## src/design/ipsb_pkg.sv

```systemverilog
package ipsb_pkg;

  // Bank geometry
  localparam int unsigned BANK_WIDTH = 32;
  localparam int unsigned IRQ_BASE   = 32;
  localparam int unsigned ADDR_WIDTH = 4;

  // Register byte offsets
  localparam logic [3:0] OFS_PEND_FORCE = 4'h0;
  localparam logic [3:0] OFS_PEND_CLEAR = 4'h4;
  localparam logic [3:0] OFS_IRQ_STATUS = 4'h8;
  localparam logic [3:0] OFS_IRQ_MASK   = 4'hC;

  // Reset values
  localparam logic [31:0] RST_PEND   = 32'h0000_0000;
  localparam logic [31:0] RST_MASK   = 32'h0000_0000;
  localparam logic [31:0] RST_STATUS = 32'h0000_0000;
  localparam logic [31:0] UNMAPPED_RD = 32'h0000_0000;

  // Status event bit positions
  localparam int unsigned EVT_SW_PEND = 0;
  localparam int unsigned EVT_HW_PEND = 1;
  localparam int unsigned EVT_DROPPED = 2;

  // Bus slave states
  typedef enum logic [1:0] {
    IPSB_IDLE = 2'b00,
    IPSB_RESP = 2'b01
  } ipsb_bus_st_t;

endpackage

```

## src/design/ipsb_bus_slave.sv

```systemverilog
`timescale 1ns/10ps
module ipsb_bus_slave #(
  parameter int unsigned ADDR_W = 4
) (
  // Clock and reset
  input  wire logic              sys_clk_in,
  input  wire logic              nrst_in,
  // Avalon request
  input  wire logic              avs_read_in,
  input  wire logic              avs_write_in,
  // Handshake back to master
  output logic                   avs_waitrequest_out,
  // Strobes to register file
  output logic                   rd_stb_out,
  output logic                   wr_stb_out
);

  ipsb_pkg::ipsb_bus_st_t state_ff;
  ipsb_pkg::ipsb_bus_st_t nxt_state;

  // One wait cycle, then accept
  always_comb begin
    nxt_state = state_ff;
    unique case (state_ff)
      ipsb_pkg::IPSB_IDLE: begin
        if (avs_read_in || avs_write_in) begin
          nxt_state = ipsb_pkg::IPSB_RESP;
        end
      end
      ipsb_pkg::IPSB_RESP: begin
        nxt_state = ipsb_pkg::IPSB_IDLE;
      end
      default: begin
        nxt_state = ipsb_pkg::IPSB_IDLE;
      end
    endcase
  end

  // State register
  always_ff @(posedge sys_clk_in or negedge nrst_in) begin
    if (!nrst_in) begin
      state_ff <= ipsb_pkg::IPSB_IDLE;
    end else begin
      state_ff <= nxt_state;
    end
  end

  // Accept strobes in the response cycle
  assign avs_waitrequest_out = (avs_read_in || avs_write_in) &&
                               (state_ff != ipsb_pkg::IPSB_RESP);
  assign rd_stb_out = avs_read_in && (state_ff == ipsb_pkg::IPSB_RESP);
  assign wr_stb_out = avs_write_in && (state_ff == ipsb_pkg::IPSB_RESP);

  a_one_wait_cycle : assert property (@(posedge sys_clk_in) disable iff (!nrst_in)
    $rose(avs_read_in || avs_write_in) |-> avs_waitrequest_out ##1 !avs_waitrequest_out)
    else $error("slave did not answer after one wait");

endmodule

```

## src/design/ipsb_pend_bank.sv

```systemverilog
// The register offsets and register access over Avalon-MM were chosen for this implementation.
`timescale 1ns/10ps
module ipsb_pend_bank #(
  parameter int unsigned WIDTH = ipsb_pkg::BANK_WIDTH
) (
  // Clock and reset
  input  wire logic                  sys_clk_in,
  input  wire logic                  nrst_in,
  // Avalon-MM slave
  input  wire logic [3:0]            avs_address_in,
  input  wire logic                  avs_read_in,
  input  wire logic                  avs_write_in,
  input  wire logic [3:0]            avs_byteenable_in,
  input  wire logic [31:0]           avs_writedata_in,
  output logic [31:0]                avs_readdata_out,
  output logic                       avs_waitrequest_out,
  // Interrupt lines 32..63, their enables and their clears
  input  wire logic [WIDTH-1:0]      irq_src_in,
  input  wire logic [WIDTH-1:0]      irq_enable_in,
  input  wire logic [WIDTH-1:0]      pend_clear_in,
  // Pending state and event interrupt
  output logic [WIDTH-1:0]           pending_force_bits_out,
  output logic                       evt_irq_out
);

  // Only the documented bank width is served
  if (WIDTH != ipsb_pkg::BANK_WIDTH) begin : g_bad_width
    $error("bank width must be 32");
  end

  logic [WIDTH-1:0] pend_ff;
  logic [WIDTH-1:0] nxt_pend;
  logic [2:0]       status_ff;
  logic [2:0]       nxt_status;
  logic [2:0]       mask_ff;
  logic [31:0]      rdata_ff;
  logic [WIDTH-1:0] src_meta_ff;
  logic [WIDTH-1:0] src_sync_ff;
  logic [WIDTH-1:0] en_meta_ff;
  logic [WIDTH-1:0] en_sync_ff;
  logic [WIDTH-1:0] clr_meta_ff;
  logic [WIDTH-1:0] clr_sync_ff;
  logic             rd_stb;
  logic             wr_stb;
  logic [WIDTH-1:0] wr_ones;
  logic [WIDTH-1:0] sw_set;
  logic [WIDTH-1:0] hw_set;
  logic [WIDTH-1:0] clr_bits;
  logic [WIDTH-1:0] dropped;
  logic             wr_force;
  logic             wr_mask;
  logic             rd_status;

  // Expand byte enables to a bit mask
  function automatic logic [31:0] be_mask(input logic [3:0] be);
    logic [31:0] m;
    m = 32'h0000_0000;
    for (int i = 0; i < 4; i++) begin
      m[i*8 +: 8] = {8{be[i]}};
    end
    return m;
  endfunction

  // Address compare
  function automatic logic hit(input logic [3:0] a, input logic [3:0] ofs);
    return a == ofs;
  endfunction

  // Offsets that hold a register
  function automatic logic mapped(input logic [3:0] a);
    return hit(a, ipsb_pkg::OFS_PEND_FORCE) || hit(a, ipsb_pkg::OFS_PEND_CLEAR) ||
           hit(a, ipsb_pkg::OFS_IRQ_STATUS) || hit(a, ipsb_pkg::OFS_IRQ_MASK);
  endfunction

  ipsb_bus_slave #(
    .ADDR_W (ipsb_pkg::ADDR_WIDTH)
  ) u_bus (
    .sys_clk_in          (sys_clk_in),
    .nrst_in             (nrst_in),
    .avs_read_in         (avs_read_in),
    .avs_write_in        (avs_write_in),
    .avs_waitrequest_out (avs_waitrequest_out),
    .rd_stb_out          (rd_stb),
    .wr_stb_out          (wr_stb)
  );

  // Two-stage synchronisers for outside lines
  always_ff @(posedge sys_clk_in or negedge nrst_in) begin
    if (!nrst_in) begin
      src_meta_ff <= '0;
      src_sync_ff <= '0;
      en_meta_ff  <= '0;
      en_sync_ff  <= '0;
      clr_meta_ff <= '0;
      clr_sync_ff <= '0;
    end else begin
      src_meta_ff <= irq_src_in;
      src_sync_ff <= src_meta_ff;
      en_meta_ff  <= irq_enable_in;
      en_sync_ff  <= en_meta_ff;
      clr_meta_ff <= pend_clear_in;
      clr_sync_ff <= clr_meta_ff;
    end
  end

  // Decoded strobes for status clear and checks
  assign wr_force  = wr_stb && hit(avs_address_in, ipsb_pkg::OFS_PEND_FORCE);
  assign wr_mask   = wr_stb && hit(avs_address_in, ipsb_pkg::OFS_IRQ_MASK);
  assign rd_status = rd_stb && hit(avs_address_in, ipsb_pkg::OFS_IRQ_STATUS);

  // Set and clear terms
  assign wr_ones  = avs_writedata_in[WIDTH-1:0] & be_mask(avs_byteenable_in);
  assign sw_set   = (wr_stb && hit(avs_address_in, ipsb_pkg::OFS_PEND_FORCE)) ?
                    (wr_ones & en_sync_ff & ~pend_ff) : '0;
  assign dropped  = (wr_stb && hit(avs_address_in, ipsb_pkg::OFS_PEND_FORCE)) ?
                    (wr_ones & ~en_sync_ff) : '0;
  assign hw_set   = src_sync_ff & en_sync_ff & ~pend_ff;
  assign clr_bits = clr_sync_ff |
                    ((wr_stb && hit(avs_address_in, ipsb_pkg::OFS_PEND_CLEAR)) ?
                     wr_ones : '0);

  // Pending next value, clear wins over set when the bit is already pending
  always_comb begin
    nxt_pend = (pend_ff & ~clr_bits) | sw_set | hw_set;
  end

  // Pending register
  always_ff @(posedge sys_clk_in or negedge nrst_in) begin
    if (!nrst_in) begin
      pend_ff <= ipsb_pkg::RST_PEND[WIDTH-1:0];
    end else begin
      pend_ff <= nxt_pend;
    end
  end

  // Sticky event status, cleared by read, set wins
  always_comb begin
    nxt_status = status_ff;
    // Clear only what the read returned, so a late event survives
    if (rd_status) begin
      nxt_status = status_ff & ~rdata_ff[2:0];
    end
    if (|sw_set) begin
      nxt_status[ipsb_pkg::EVT_SW_PEND] = 1'b1;
    end
    if (|hw_set) begin
      nxt_status[ipsb_pkg::EVT_HW_PEND] = 1'b1;
    end
    if (|dropped) begin
      nxt_status[ipsb_pkg::EVT_DROPPED] = 1'b1;
    end
  end

  // Status register
  always_ff @(posedge sys_clk_in or negedge nrst_in) begin
    if (!nrst_in) begin
      status_ff <= ipsb_pkg::RST_STATUS[2:0];
    end else begin
      status_ff <= nxt_status;
    end
  end

  // Mask register
  always_ff @(posedge sys_clk_in or negedge nrst_in) begin
    if (!nrst_in) begin
      mask_ff <= ipsb_pkg::RST_MASK[2:0];
    end else if (wr_stb && hit(avs_address_in, ipsb_pkg::OFS_IRQ_MASK) &&
                 avs_byteenable_in[0]) begin
      mask_ff <= avs_writedata_in[2:0];
    end
  end

  // Read data mux, registered
  always_ff @(posedge sys_clk_in or negedge nrst_in) begin
    if (!nrst_in) begin
      rdata_ff <= ipsb_pkg::UNMAPPED_RD;
    end else if (avs_read_in && avs_waitrequest_out) begin
      unique case (avs_address_in)
        ipsb_pkg::OFS_PEND_FORCE: rdata_ff <= pend_ff;
        ipsb_pkg::OFS_PEND_CLEAR: rdata_ff <= pend_ff;
        ipsb_pkg::OFS_IRQ_STATUS: rdata_ff <= {29'h0000_0000, status_ff};
        ipsb_pkg::OFS_IRQ_MASK:   rdata_ff <= {29'h0000_0000, mask_ff};
        default:                  rdata_ff <= ipsb_pkg::UNMAPPED_RD;
      endcase
    end
  end

  assign avs_readdata_out       = rdata_ff;
  assign pending_force_bits_out = pend_ff;
  assign evt_irq_out            = |(status_ff & mask_ff);

  a_write_one_pends : assert property (@(posedge sys_clk_in) disable iff (!nrst_in)
    (wr_stb && avs_address_in == ipsb_pkg::OFS_PEND_FORCE && avs_byteenable_in[0] &&
     avs_writedata_in[0] && en_sync_ff[0] && (!pend_ff[0] || !clr_bits[0])) |=>
    pend_ff[0])
    else $error("write of one did not pend");

  a_disabled_ignored : assert property (@(posedge sys_clk_in) disable iff (!nrst_in)
    (!pend_ff[1] && !en_sync_ff[1]) |=> !pend_ff[1])
    else $error("disabled interrupt became pending");

  a_zero_no_effect : assert property (@(posedge sys_clk_in) disable iff (!nrst_in)
    (!pend_ff[2] && !hw_set[2] && !(wr_stb && avs_address_in ==
     ipsb_pkg::OFS_PEND_FORCE && avs_writedata_in[2])) |=> !pend_ff[2])
    else $error("pending set without cause");

  a_read_shows_pend : assert property (@(posedge sys_clk_in) disable iff (!nrst_in)
    (rd_stb && avs_address_in == ipsb_pkg::OFS_PEND_FORCE) |->
    avs_readdata_out == $past(pend_ff))
    else $error("read data not pending state");

  a_clear_clears : assert property (@(posedge sys_clk_in) disable iff (!nrst_in)
    (clr_bits[3] && !sw_set[3] && !hw_set[3]) |=> !pend_ff[3])
    else $error("clear did not clear pending");

  a_source_sets : assert property (@(posedge sys_clk_in) disable iff (!nrst_in)
    (src_sync_ff[4] && en_sync_ff[4] && (!pend_ff[4] || !clr_bits[4])) |=> pend_ff[4])
    else $error("source line did not set pending");

  a_bit_mapping : assert property (@(posedge sys_clk_in) disable iff (!nrst_in)
    1'b1 |=> ((pending_force_bits_out & ~$past(pending_force_bits_out)) &
              ~$past(wr_ones | src_sync_ff)) == '0)
    else $error("pending bit set at wrong position");

  a_irq_level : assert property (@(posedge sys_clk_in) disable iff (!nrst_in)
    (|sw_set && mask_ff[ipsb_pkg::EVT_SW_PEND]) |=> evt_irq_out)
    else $error("interrupt not raised");

  a_sw_event_flag : assert property (@(posedge sys_clk_in) disable iff (!nrst_in)
    (|sw_set) |=> status_ff[ipsb_pkg::EVT_SW_PEND])
    else $error("software pend event not flagged");

  a_hw_event_flag : assert property (@(posedge sys_clk_in) disable iff (!nrst_in)
    (|hw_set) |=> status_ff[ipsb_pkg::EVT_HW_PEND])
    else $error("source pend event not flagged");

  a_drop_event_flag : assert property (@(posedge sys_clk_in) disable iff (!nrst_in)
    (|dropped) |=> status_ff[ipsb_pkg::EVT_DROPPED])
    else $error("dropped write not flagged");

  a_status_rd_clear : assert property (@(posedge sys_clk_in) disable iff (!nrst_in)
    (rd_status && avs_readdata_out[ipsb_pkg::EVT_SW_PEND] && !(|sw_set)) |=>
    !status_ff[ipsb_pkg::EVT_SW_PEND])
    else $error("status bit not cleared by read");

  a_late_event_kept : assert property (@(posedge sys_clk_in) disable iff (!nrst_in)
    (rd_status && status_ff[ipsb_pkg::EVT_HW_PEND] &&
     !avs_readdata_out[ipsb_pkg::EVT_HW_PEND]) |=> status_ff[ipsb_pkg::EVT_HW_PEND])
    else $error("unreported event lost on read");

  a_status_sticky : assert property (@(posedge sys_clk_in) disable iff (!nrst_in)
    (status_ff[ipsb_pkg::EVT_DROPPED] && !rd_status) |=> status_ff[ipsb_pkg::EVT_DROPPED])
    else $error("status bit dropped without read");

  a_mask_write_lands : assert property (@(posedge sys_clk_in) disable iff (!nrst_in)
    (wr_mask && avs_byteenable_in[0]) |=> mask_ff == $past(avs_writedata_in[2:0]))
    else $error("mask write did not land");

  a_mask_holds : assert property (@(posedge sys_clk_in) disable iff (!nrst_in)
    !wr_mask |=> $stable(mask_ff))
    else $error("mask changed without write");

  a_pend_stays : assert property (@(posedge sys_clk_in) disable iff (!nrst_in)
    (pend_ff[5] && !clr_bits[5]) |=> pend_ff[5])
    else $error("pending bit lost without clear");

  a_unmapped_zero : assert property (@(posedge sys_clk_in) disable iff (!nrst_in)
    (rd_stb && !mapped(avs_address_in)) |->
    avs_readdata_out == ipsb_pkg::UNMAPPED_RD)
    else $error("unmapped read not zero");

  a_clear_reads_pend : assert property (@(posedge sys_clk_in) disable iff (!nrst_in)
    (rd_stb && hit(avs_address_in, ipsb_pkg::OFS_PEND_CLEAR)) |->
    avs_readdata_out == $past(pend_ff))
    else $error("clear register read not pending state");

  a_unmapped_ignored : assert property (@(posedge sys_clk_in) disable iff (!nrst_in)
    (wr_stb && !mapped(avs_address_in) && !(|clr_bits) && !(|hw_set)) |=>
    ($stable(pend_ff) && $stable(mask_ff)))
    else $error("unmapped write changed state");

  a_irq_drops : assert property (@(posedge sys_clk_in) disable iff (!nrst_in)
    (rd_status && avs_readdata_out[2:0] == status_ff && !(|sw_set) && !(|hw_set) &&
     !(|dropped)) |=>
    !evt_irq_out)
    else $error("interrupt stayed high after status read");

  a_dropped_bit_kept : assert property (@(posedge sys_clk_in) disable iff (!nrst_in)
    (wr_force && avs_byteenable_in[1] && avs_writedata_in[8] && !en_sync_ff[8] &&
     !pend_ff[8]) |=> !pend_ff[8])
    else $error("write to disabled bit pended");

  a_be_gates_write : assert property (@(posedge sys_clk_in) disable iff (!nrst_in)
    (wr_force && !avs_byteenable_in[3] && !pend_ff[31] && !hw_set[31]) |=>
    !pend_ff[31])
    else $error("disabled byte lane was written");

  a_readdata_holds : assert property (@(posedge sys_clk_in) disable iff (!nrst_in)
    !(avs_read_in && avs_waitrequest_out) |=> $stable(avs_readdata_out))
    else $error("read data changed without read");

endmodule

```

## config.mk

```make
export PLATFORM = sky130hd
export DESIGN_NAME = ipsb_pend_bank
export DESIGN_NICKNAME = d
export VERILOG_FILES = /design/src/design/ipsb_pkg.sv /design/src/design/ipsb_bus_slave.sv /design/src/design/ipsb_pend_bank.sv
export SDC_FILE = /design/constraint.sdc
export NUM_CORES = 1
export LEC_CHECK = 0
export BUFFER_PORTS_ARGS = -buffer_cell sky130_fd_sc_hd__buf_2
export CORE_ASPECT_RATIO = 0.8
export CORE_MARGIN = 1.5
export CORE_UTILIZATION = 50
export CTS_BUF_LIST = sky130_fd_sc_hd__clkbuf_8
export DETAILED_ROUTE_END_ITERATION = 10
export PLACE_DENSITY_LB_ADDON = 0.2
export SETUP_SLACK_MARGIN = 0.1
export SLEW_MARGIN = 20
export SYNTH_ARGS = -nofsm -noshare
export SYNTH_HDL_FRONTEND = slang
export SYNTH_HIERARCHICAL = 1
export SYNTH_SLANG_ARGS = --single-unit
```

## constraint.sdc

```tcl
create_clock -name sys_clk_in -period 1.85 [get_ports sys_clk_in]
set_input_delay 0.185 -clock sys_clk_in [delete_from_list [all_inputs] [get_ports sys_clk_in]]
set_output_delay 0.185 -clock sys_clk_in [all_outputs]
set_load 0.02 [all_outputs]
```

* Yosys cells after proc, flatten, opt, wreduce, memory -nomap -nowiden *
Index checks and enable logic that the tools add are counted.

word-level totals
  register bits after elaboration = 264
  word-level logic and storage cells = 65

cells by class
  equality and inequality tests = 6
  mux-type cells = 10
  bitwise gates (word level) = 16
  reductions and logical operators = 20

operator list
  cell                  count
  $and A32 B32 Y32      7
  $mux W32              3
  $not A32 Y32          3
  $or A32 B32 Y32       3
  $pmux W32 S3          1
  $reduce_or A32 Y1     3
  $logic_and A1 B1 Y1   9
  $eq A4 B4 Y1 const B  2
  $and A3 B3 Y3         2
  $reduce_bool A2 Y1    3
  $eq A4 B3 Y1 const B  1
  $logic_not A4 Y1      1
  $mux W2               2
  $ne A2 B1 Y1 const B  2
  $mux W1               3
  $mux W3               1
  $not A3 Y3            1
  $reduce_or A3 Y1      1
  $eq A2 B1 Y1 const B  1
  $logic_not A2 Y1      1
  $reduce_or A2 Y1      1
  $logic_or A1 B1 Y1    1

* Logic depth before layout (Yosys ltp) *
  word-level depth = 9
  mapped depth = 8
  gate-level depth less buffers = 6

* Cells and area by module *
Netlist, hierarchy kept.

by module, submodules not included
  module          times used  cells each  area each (µm²)  sequential area each (µm²)
  ipsb_pend_bank  1           623         8878.5           6556.3
  ipsb_bus_slave  1           5           60.1             25.0

* Worst setup path after synthesis *
OpenSTA, ideal clock, no wires.

  path type = register -> register
  start = reg u_bus.state_ff[0]
  end = reg pend_ff[12] (netlist: pending_force_bits_out[12])
  setup time = 0.121 ns
  data arrival time = 1.741 ns
  setup slack = -0.012 ns
  cell stages (with the launch flop) = 9
  path buffers = 2
  period minus slack after synthesis = 1.862 ns
  cell sequence = dfrtp_1 and2_2 or3b_1 buf_6 nor3b_4 and2_1 buf_4 a21oi_1 a22o_1

between the ends
  cells in the longest elaborated chain, start to end = 9

RTL lines
  item                              line                   text
  from (decl)                       ipsb_bus_slave.sv:18   ipsb_pkg::ipsb_bus_st_t state_ff;
  from (signal assigned)            ipsb_bus_slave.sv:42   state_ff <= ipsb_pkg::IPSB_IDLE;
  from (signal assigned)            ipsb_bus_slave.sv:44   state_ff <= nxt_state;
  $eq A2 B1 Y1 (*)                  ipsb_bus_slave.sv:52   assign wr_stb_out = avs_write_in && (state_ff == ipsb_pkg::IPSB_RESP);
  $logic_and A1 B1 Y1 (*)           ipsb_bus_slave.sv:52
  net wr_stb                        ipsb_pend_bank.sv:44   logic wr_stb;
  $logic_and A1 B1 Y1               ipsb_pend_bank.sv:119  ((wr_stb && hit(avs_address_in, ipsb_pkg::OFS_PEND_CLEAR)) ?
  $mux W32                          ipsb_pend_bank.sv:119
  $or A32 B32 Y32                   ipsb_pend_bank.sv:118  assign clr_bits = clr_sync_ff |
  $not A32 Y32                      ipsb_pend_bank.sv:124  nxt_pend = (pend_ff & ~clr_bits) | sw_set | hw_set;
  $and A32 B32 Y32                  ipsb_pend_bank.sv:124
  $or A32 B32 Y32 (*) (2 in a row)  ipsb_pend_bank.sv:124
  net nxt_pend[12]                  ipsb_pend_bank.sv:32   logic [WIDTH-1:0] nxt_pend;
  to (signal assigned)              ipsb_pend_bank.sv:130  pend_ff <= ipsb_pkg::RST_PEND[WIDTH-1:0];
  to (signal assigned)              ipsb_pend_bank.sv:132  pend_ff <= nxt_pend;
  to (decl)                         ipsb_pend_bank.sv:31   logic [WIDTH-1:0] pend_ff;

The timed path passes the listed nets; every way through them passes the cells marked *.
A chain may end at the register's enable or synchronous reset.

* Worst setup path after layout *
  start = reg u_bus.state_ff[0]
  end = reg pend_ff[26] (netlist: pending_force_bits_out[26])

Same word-level chain as after synthesis.

==> results.md <==
Timing:
- The final clock period utilization by the worst path is 1.027.
- The final count of negative-setup-slack endpoints is 12.
- The final hold violation count is 0.
- The post-route worst setup slack is -0.04964 ns.
- Timing would allow up to 0.5264 GHz.
- The worst path in the final design needs a cycle of 1.900 ns, including I/O delays and setup.
- The number of pins exceeding their max-slew limit in the final report is 0.
- Setup repair after global routing could not meet its margin everywhere.
- Between clock sinks in the finished design, the worst skew comes to 0.02931 ns.
- The tightest hold path in the finished design has a slack of 0.04837 ns.
- The headroom to the max-slew limit is 0.6430.
- The actual slew at the worst max-slew pin is 0.5354 ns.

Layout:
- The multi-input logic area is 2220 µm².
- The filler cells instantiated in the layout total 1119.
- In the final design database the tool counted 1147 nets.
- The share of layout cells above drive strength 1 is 0.3250.
- In the final layout, flip-flops and latches occupy 6581 µm².
- Compared with the post-synthesis result, the final layout area differs by 41.94%.

Floorplan:
- The initial core utilization is 0.5128.
- The floorplan die width is 152.5 µm.
- The die footprint is 18690 µm².
- The die span in y is 122.6 µm.
- The area inside the core boundary is 17430 µm².
- The placement row count is 43.
- The I/O pin total is 206.

Power:
- The power per standard cell area is 998.8 nW/µm².
- The total chip power is 12.67 mW.
- The internal portion of total power is 9.418 mW.
- The leakage power is 6.162 nW.
- The clock share of power is 0.381.
- The analysis attributes to net switching a power of 3.253 mW.
- The proportion of power drawn by combinational gates is 0.116.
- The worst-case IR drop observed on VDD is 0.0006734 V.
- Of the total power, the share spent switching nets is 0.2567.
- The portion of total power attributed to sequential cells is 0.503.

Worst hold path:
- The path class of the tightest hold or removal check is input port to flip-flop.
- The path with the worst hold slack has its endpoint at status_ff[0]$_DFFE_PN0P_.
- The cell depth of the worst min-delay path is 3.
- The worst hold path begins at avs_byteenable_in[2].

Logic synthesis:
- Among all flip-flop cells after synthesis, the most frequent one is dfrtp_1.
- After synthesis, the mean cell area works out to 14.23 µm².
- The largest family of logic cells by synthesized area is compound AO/OA/AOI/OAI gates.
- After synthesis, the share of flip-flops with an asynchronous set or reset is 1.000.
- The most area-hungry cell type in the Yosys netlist is dfrtp_1.
- The cell area after synthesis is 8939 µm².
- Of the total synthesized cell area, the portion taken by full adders, half adders and majority gates is 0.
- The number of flops mapped to enable cells by yosys is 0.
- The most common cell in the netlist is dfrtp_1.
- After synthesis, the netlist uses 51 different library cells.
- The number of nets in the synthesized netlist is 768.
- The number of flip-flops and latches in the synthesized netlist is 263.
- The xor and xnor area share after synthesis is 0.
- By area the synthesized netlist is led by dfrtp_1, a22o_1, a21oi_1, inv_1, o2bb2ai_1.
- Of the synthesized area, sequential elements account for 0.7363.
- The number of warnings reported in the yosys synthesis log is 6.
- The synthesized-area fraction occupied by ao, oa, aoi and oai cells is 0.1481.
- The share of synthesized area in the top cell type comes to 0.7363.
- The synthesized instance count is 628.
- Sorting the synthesized cells by how often they occur yields dfrtp_1, inv_1, a21oi_1, a22o_1.
- The post-synthesis mux area share is 0.007139.
- Of the total synthesized cell area, the portion taken by AND, OR, NAND and NOR gates is 0.07727.

Routing:
- The first detailed-routing pass took 5 iterations.
- The number of DRC markers in iteration 0 is 579.
- The count of nets left with antenna violations once routing finished came out at 0.
- In the final routed layout, each cell accounts on average for 19.54 µm.
- The per-cell via count in the routed design is 5.329.
- After detailed routing, the total wire length is 24700 µm.
- The number of remaining DRC errors is 0.
- For this block, the via count after detailed routing is 6736.

Critical path:
- The setup path with the least slack is of type flip-flop to flip-flop.
- The startpoint identified for the worst register-to-register timing path is u_bus/state_ff[0]$_DFFE_PN0P_.
- The end of the worst register-to-register path is pending_force_bits_out[26]$_DFF_PN0_.
- The worst reg-to-reg path cell count is 7.
- For this run, the slowest stage of the critical path takes 0.43 ns.
- In this run the worst setup path begins at u_bus/state_ff[0]$_DFFE_PN0P_.
- The library cell contributing the largest single delay on the critical path is or3b_4.
- For the worst setup path, the data arrival time is 2.30 ns.
- The register-to-register path setup slack is -0.05 ns.
- Walking the worst path, the cells encountered are and2_2, or3b_4, nor3b_4, buf_6, and2_4, a21oi_2, o2bb2ai_1.
- The worst setup path is captured at a flip-flop.
- In this run the worst path has a maximum fanout of 6.
- At the worst endpoint, the required time is 2.25 ns.
- The sort of element at the start of the critical path is a flip-flop.

Place:
- Routability-driven placement finished with a final weighted congestion of 0.8617.
- The sum of net half-perimeters after detailed placement is 16110 µm.
- The total of buffers placed on input and output ports is 205.

CTS:
- In this run the number of H-tree levels came out at 2.
- The maximum root-to-sink buffer count is 3.
- The clock network latency to the later pin of the worst-skew pair is 0.55 ns.
- The clock root buffer master is clkbuf_8.
- The clock transition at the registers of the reported paths is 0.07 ns.
- The number of clock buffers added by TritonCTS is 40.
- CTS saw 263 sinks.
- The CTS tree is yes.

Global route:
- After global routing the overflow that remains totals 0.
- The first global-routing pass estimated 37940 µm of wire.
- The pin count of the biggest net entering global routing is 66.
- The initial antenna violation count is 1.
- The global-route usage over all layers is 0.2670.
- The number of global-route vias before repair is 7162.

Job:
- The number of max-capacitance violations reported is 0.

Outcome:
- The final reports fail on setup timing.
- The flow ran to the end, but the final reports show violations.
==> timing repair <==
item	in CTS	in global routing
setup endpoints to repair	36	33
pin swaps	19	13
hold endpoints to repair	181	1
gates resized for setup	30	18
hold buffers	126	1
setup buffers	3	1
==> worst max-delay path, delay by kind of cell (launching register included) <==
family	cells	cell delay, ns
AND/OR/NAND/NOR	4	1.02
buffers and inverters	1	0.16
flip-flops	1	0.34
AO/OA/AOI/OAI	2	0.24
==> metrics by stage <==
step	std cells	setup TNS (ns)	utilization	setup WS [ns]	area, µm²
global route	1262	-1.420	0.7275	-0.09513	12680
detailed placement	1059	-4.652	0.5967	-0.2336	10400
CTS	1260	-0.1017	0.7225	-0.01673	12590
global placement	1059	-2.545	0.5967	-0.1592	10400
floorplan	628	0	-	0.005580	8947
finish	1264	-0.1732	0.7278	-0.04964	12690
==> how the worst max path moves through the flow <==
stage	endpoint
floorplan	pending_force_bits_out[12]$_DFF_PN0_
global placement	pending_force_bits_out[31]$_DFF_PN0_
detailed placement	pending_force_bits_out[31]$_DFF_PN0_
CTS	pending_force_bits_out[20]$_DFF_PN0_
global route	pending_force_bits_out[26]$_DFF_PN0_
finish	pending_force_bits_out[26]$_DFF_PN0_
==> power groups by stage <==
stage	sequential (mW)	clock, mW	combinational [mW]
2_1_floorplan	6.52	0	0.438
3_3_place_gp	6.45	0	1.15
3_5_place_dp	6.46	0	1.18
4_1_cts	6.36	4.90	1.42
5_1_grt	6.40	5.22	1.59
6_report	6.37	4.83	1.47
==> sequential cells by signal (all words and copies together), names as in the netlist <==
signal,count
clr_sync_ff,32
src_sync_ff,32
en_meta_ff,32
status_ff,3
u_bus/state_ff,1
pending_force_bits_out,32
mask_ff,3
clr_meta_ff,32
avs_readdata_out,32
en_sync_ff,32
src_meta_ff,32
==> layout make-up <==
cell class                      count  share of cell area
Antenna cell                        2           0.0003945
Clock buffer                       47             0.05099
Clock inverter                     25             0.01341
Inverter                           45             0.01331
Multi-Input combinational cell    299              0.1750
Sequential cell                   263              0.5187
Tap cell                          225             0.02219
Timing Repair Buffer              358              0.2060
==> per-layer routing <==
| layer | track usage | wire (µm) |
|---|---|---|
| met5 | 0 | 0 |
| met4 | 0.09675 | 603 |
| met3 | 0.06144 | 1751 |
| met2 | 0.4290 | 11820 |
| met1 | 0.3623 | 10530 |
==> kinds of logic after synthesis <==
logic type | after synthesis
AO/OA/AOI/OAI | 182
buffers and inverters | 66
flip-flops | 263
multiplexers | 6
AND/OR/NAND/NOR | 111
==> layout by cell type (no fill, tap or decap), types with 4 or more instances in the layout <==
cell type,instances
a31oi_1,18
a22o_1,33
and2_4,4
buf_12,7
nand3_1,6
nand4_1,6
clkinv_2,6
o2bb2ai_2,4
o221ai_1,4
a21oi_2,19
nand2_1,18
dlygate4sd3_1,127
nor2b_1,20
a21oi_1,16
a22oi_1,8
buf_2,202
buf_4,16
nand4b_1,4
o2bb2ai_1,14
buf_6,5
inv_1,59
nor4_1,5
a32oi_1,4
nand2b_1,20
nand3b_1,11
a31o_2,5
nor2_1,4
dfrtp_1,263
o211ai_1,6
o22ai_1,13
o21ai_0,8
clkbuf_8,47
a21o_1,6
(Power assumes the default switching activity.)
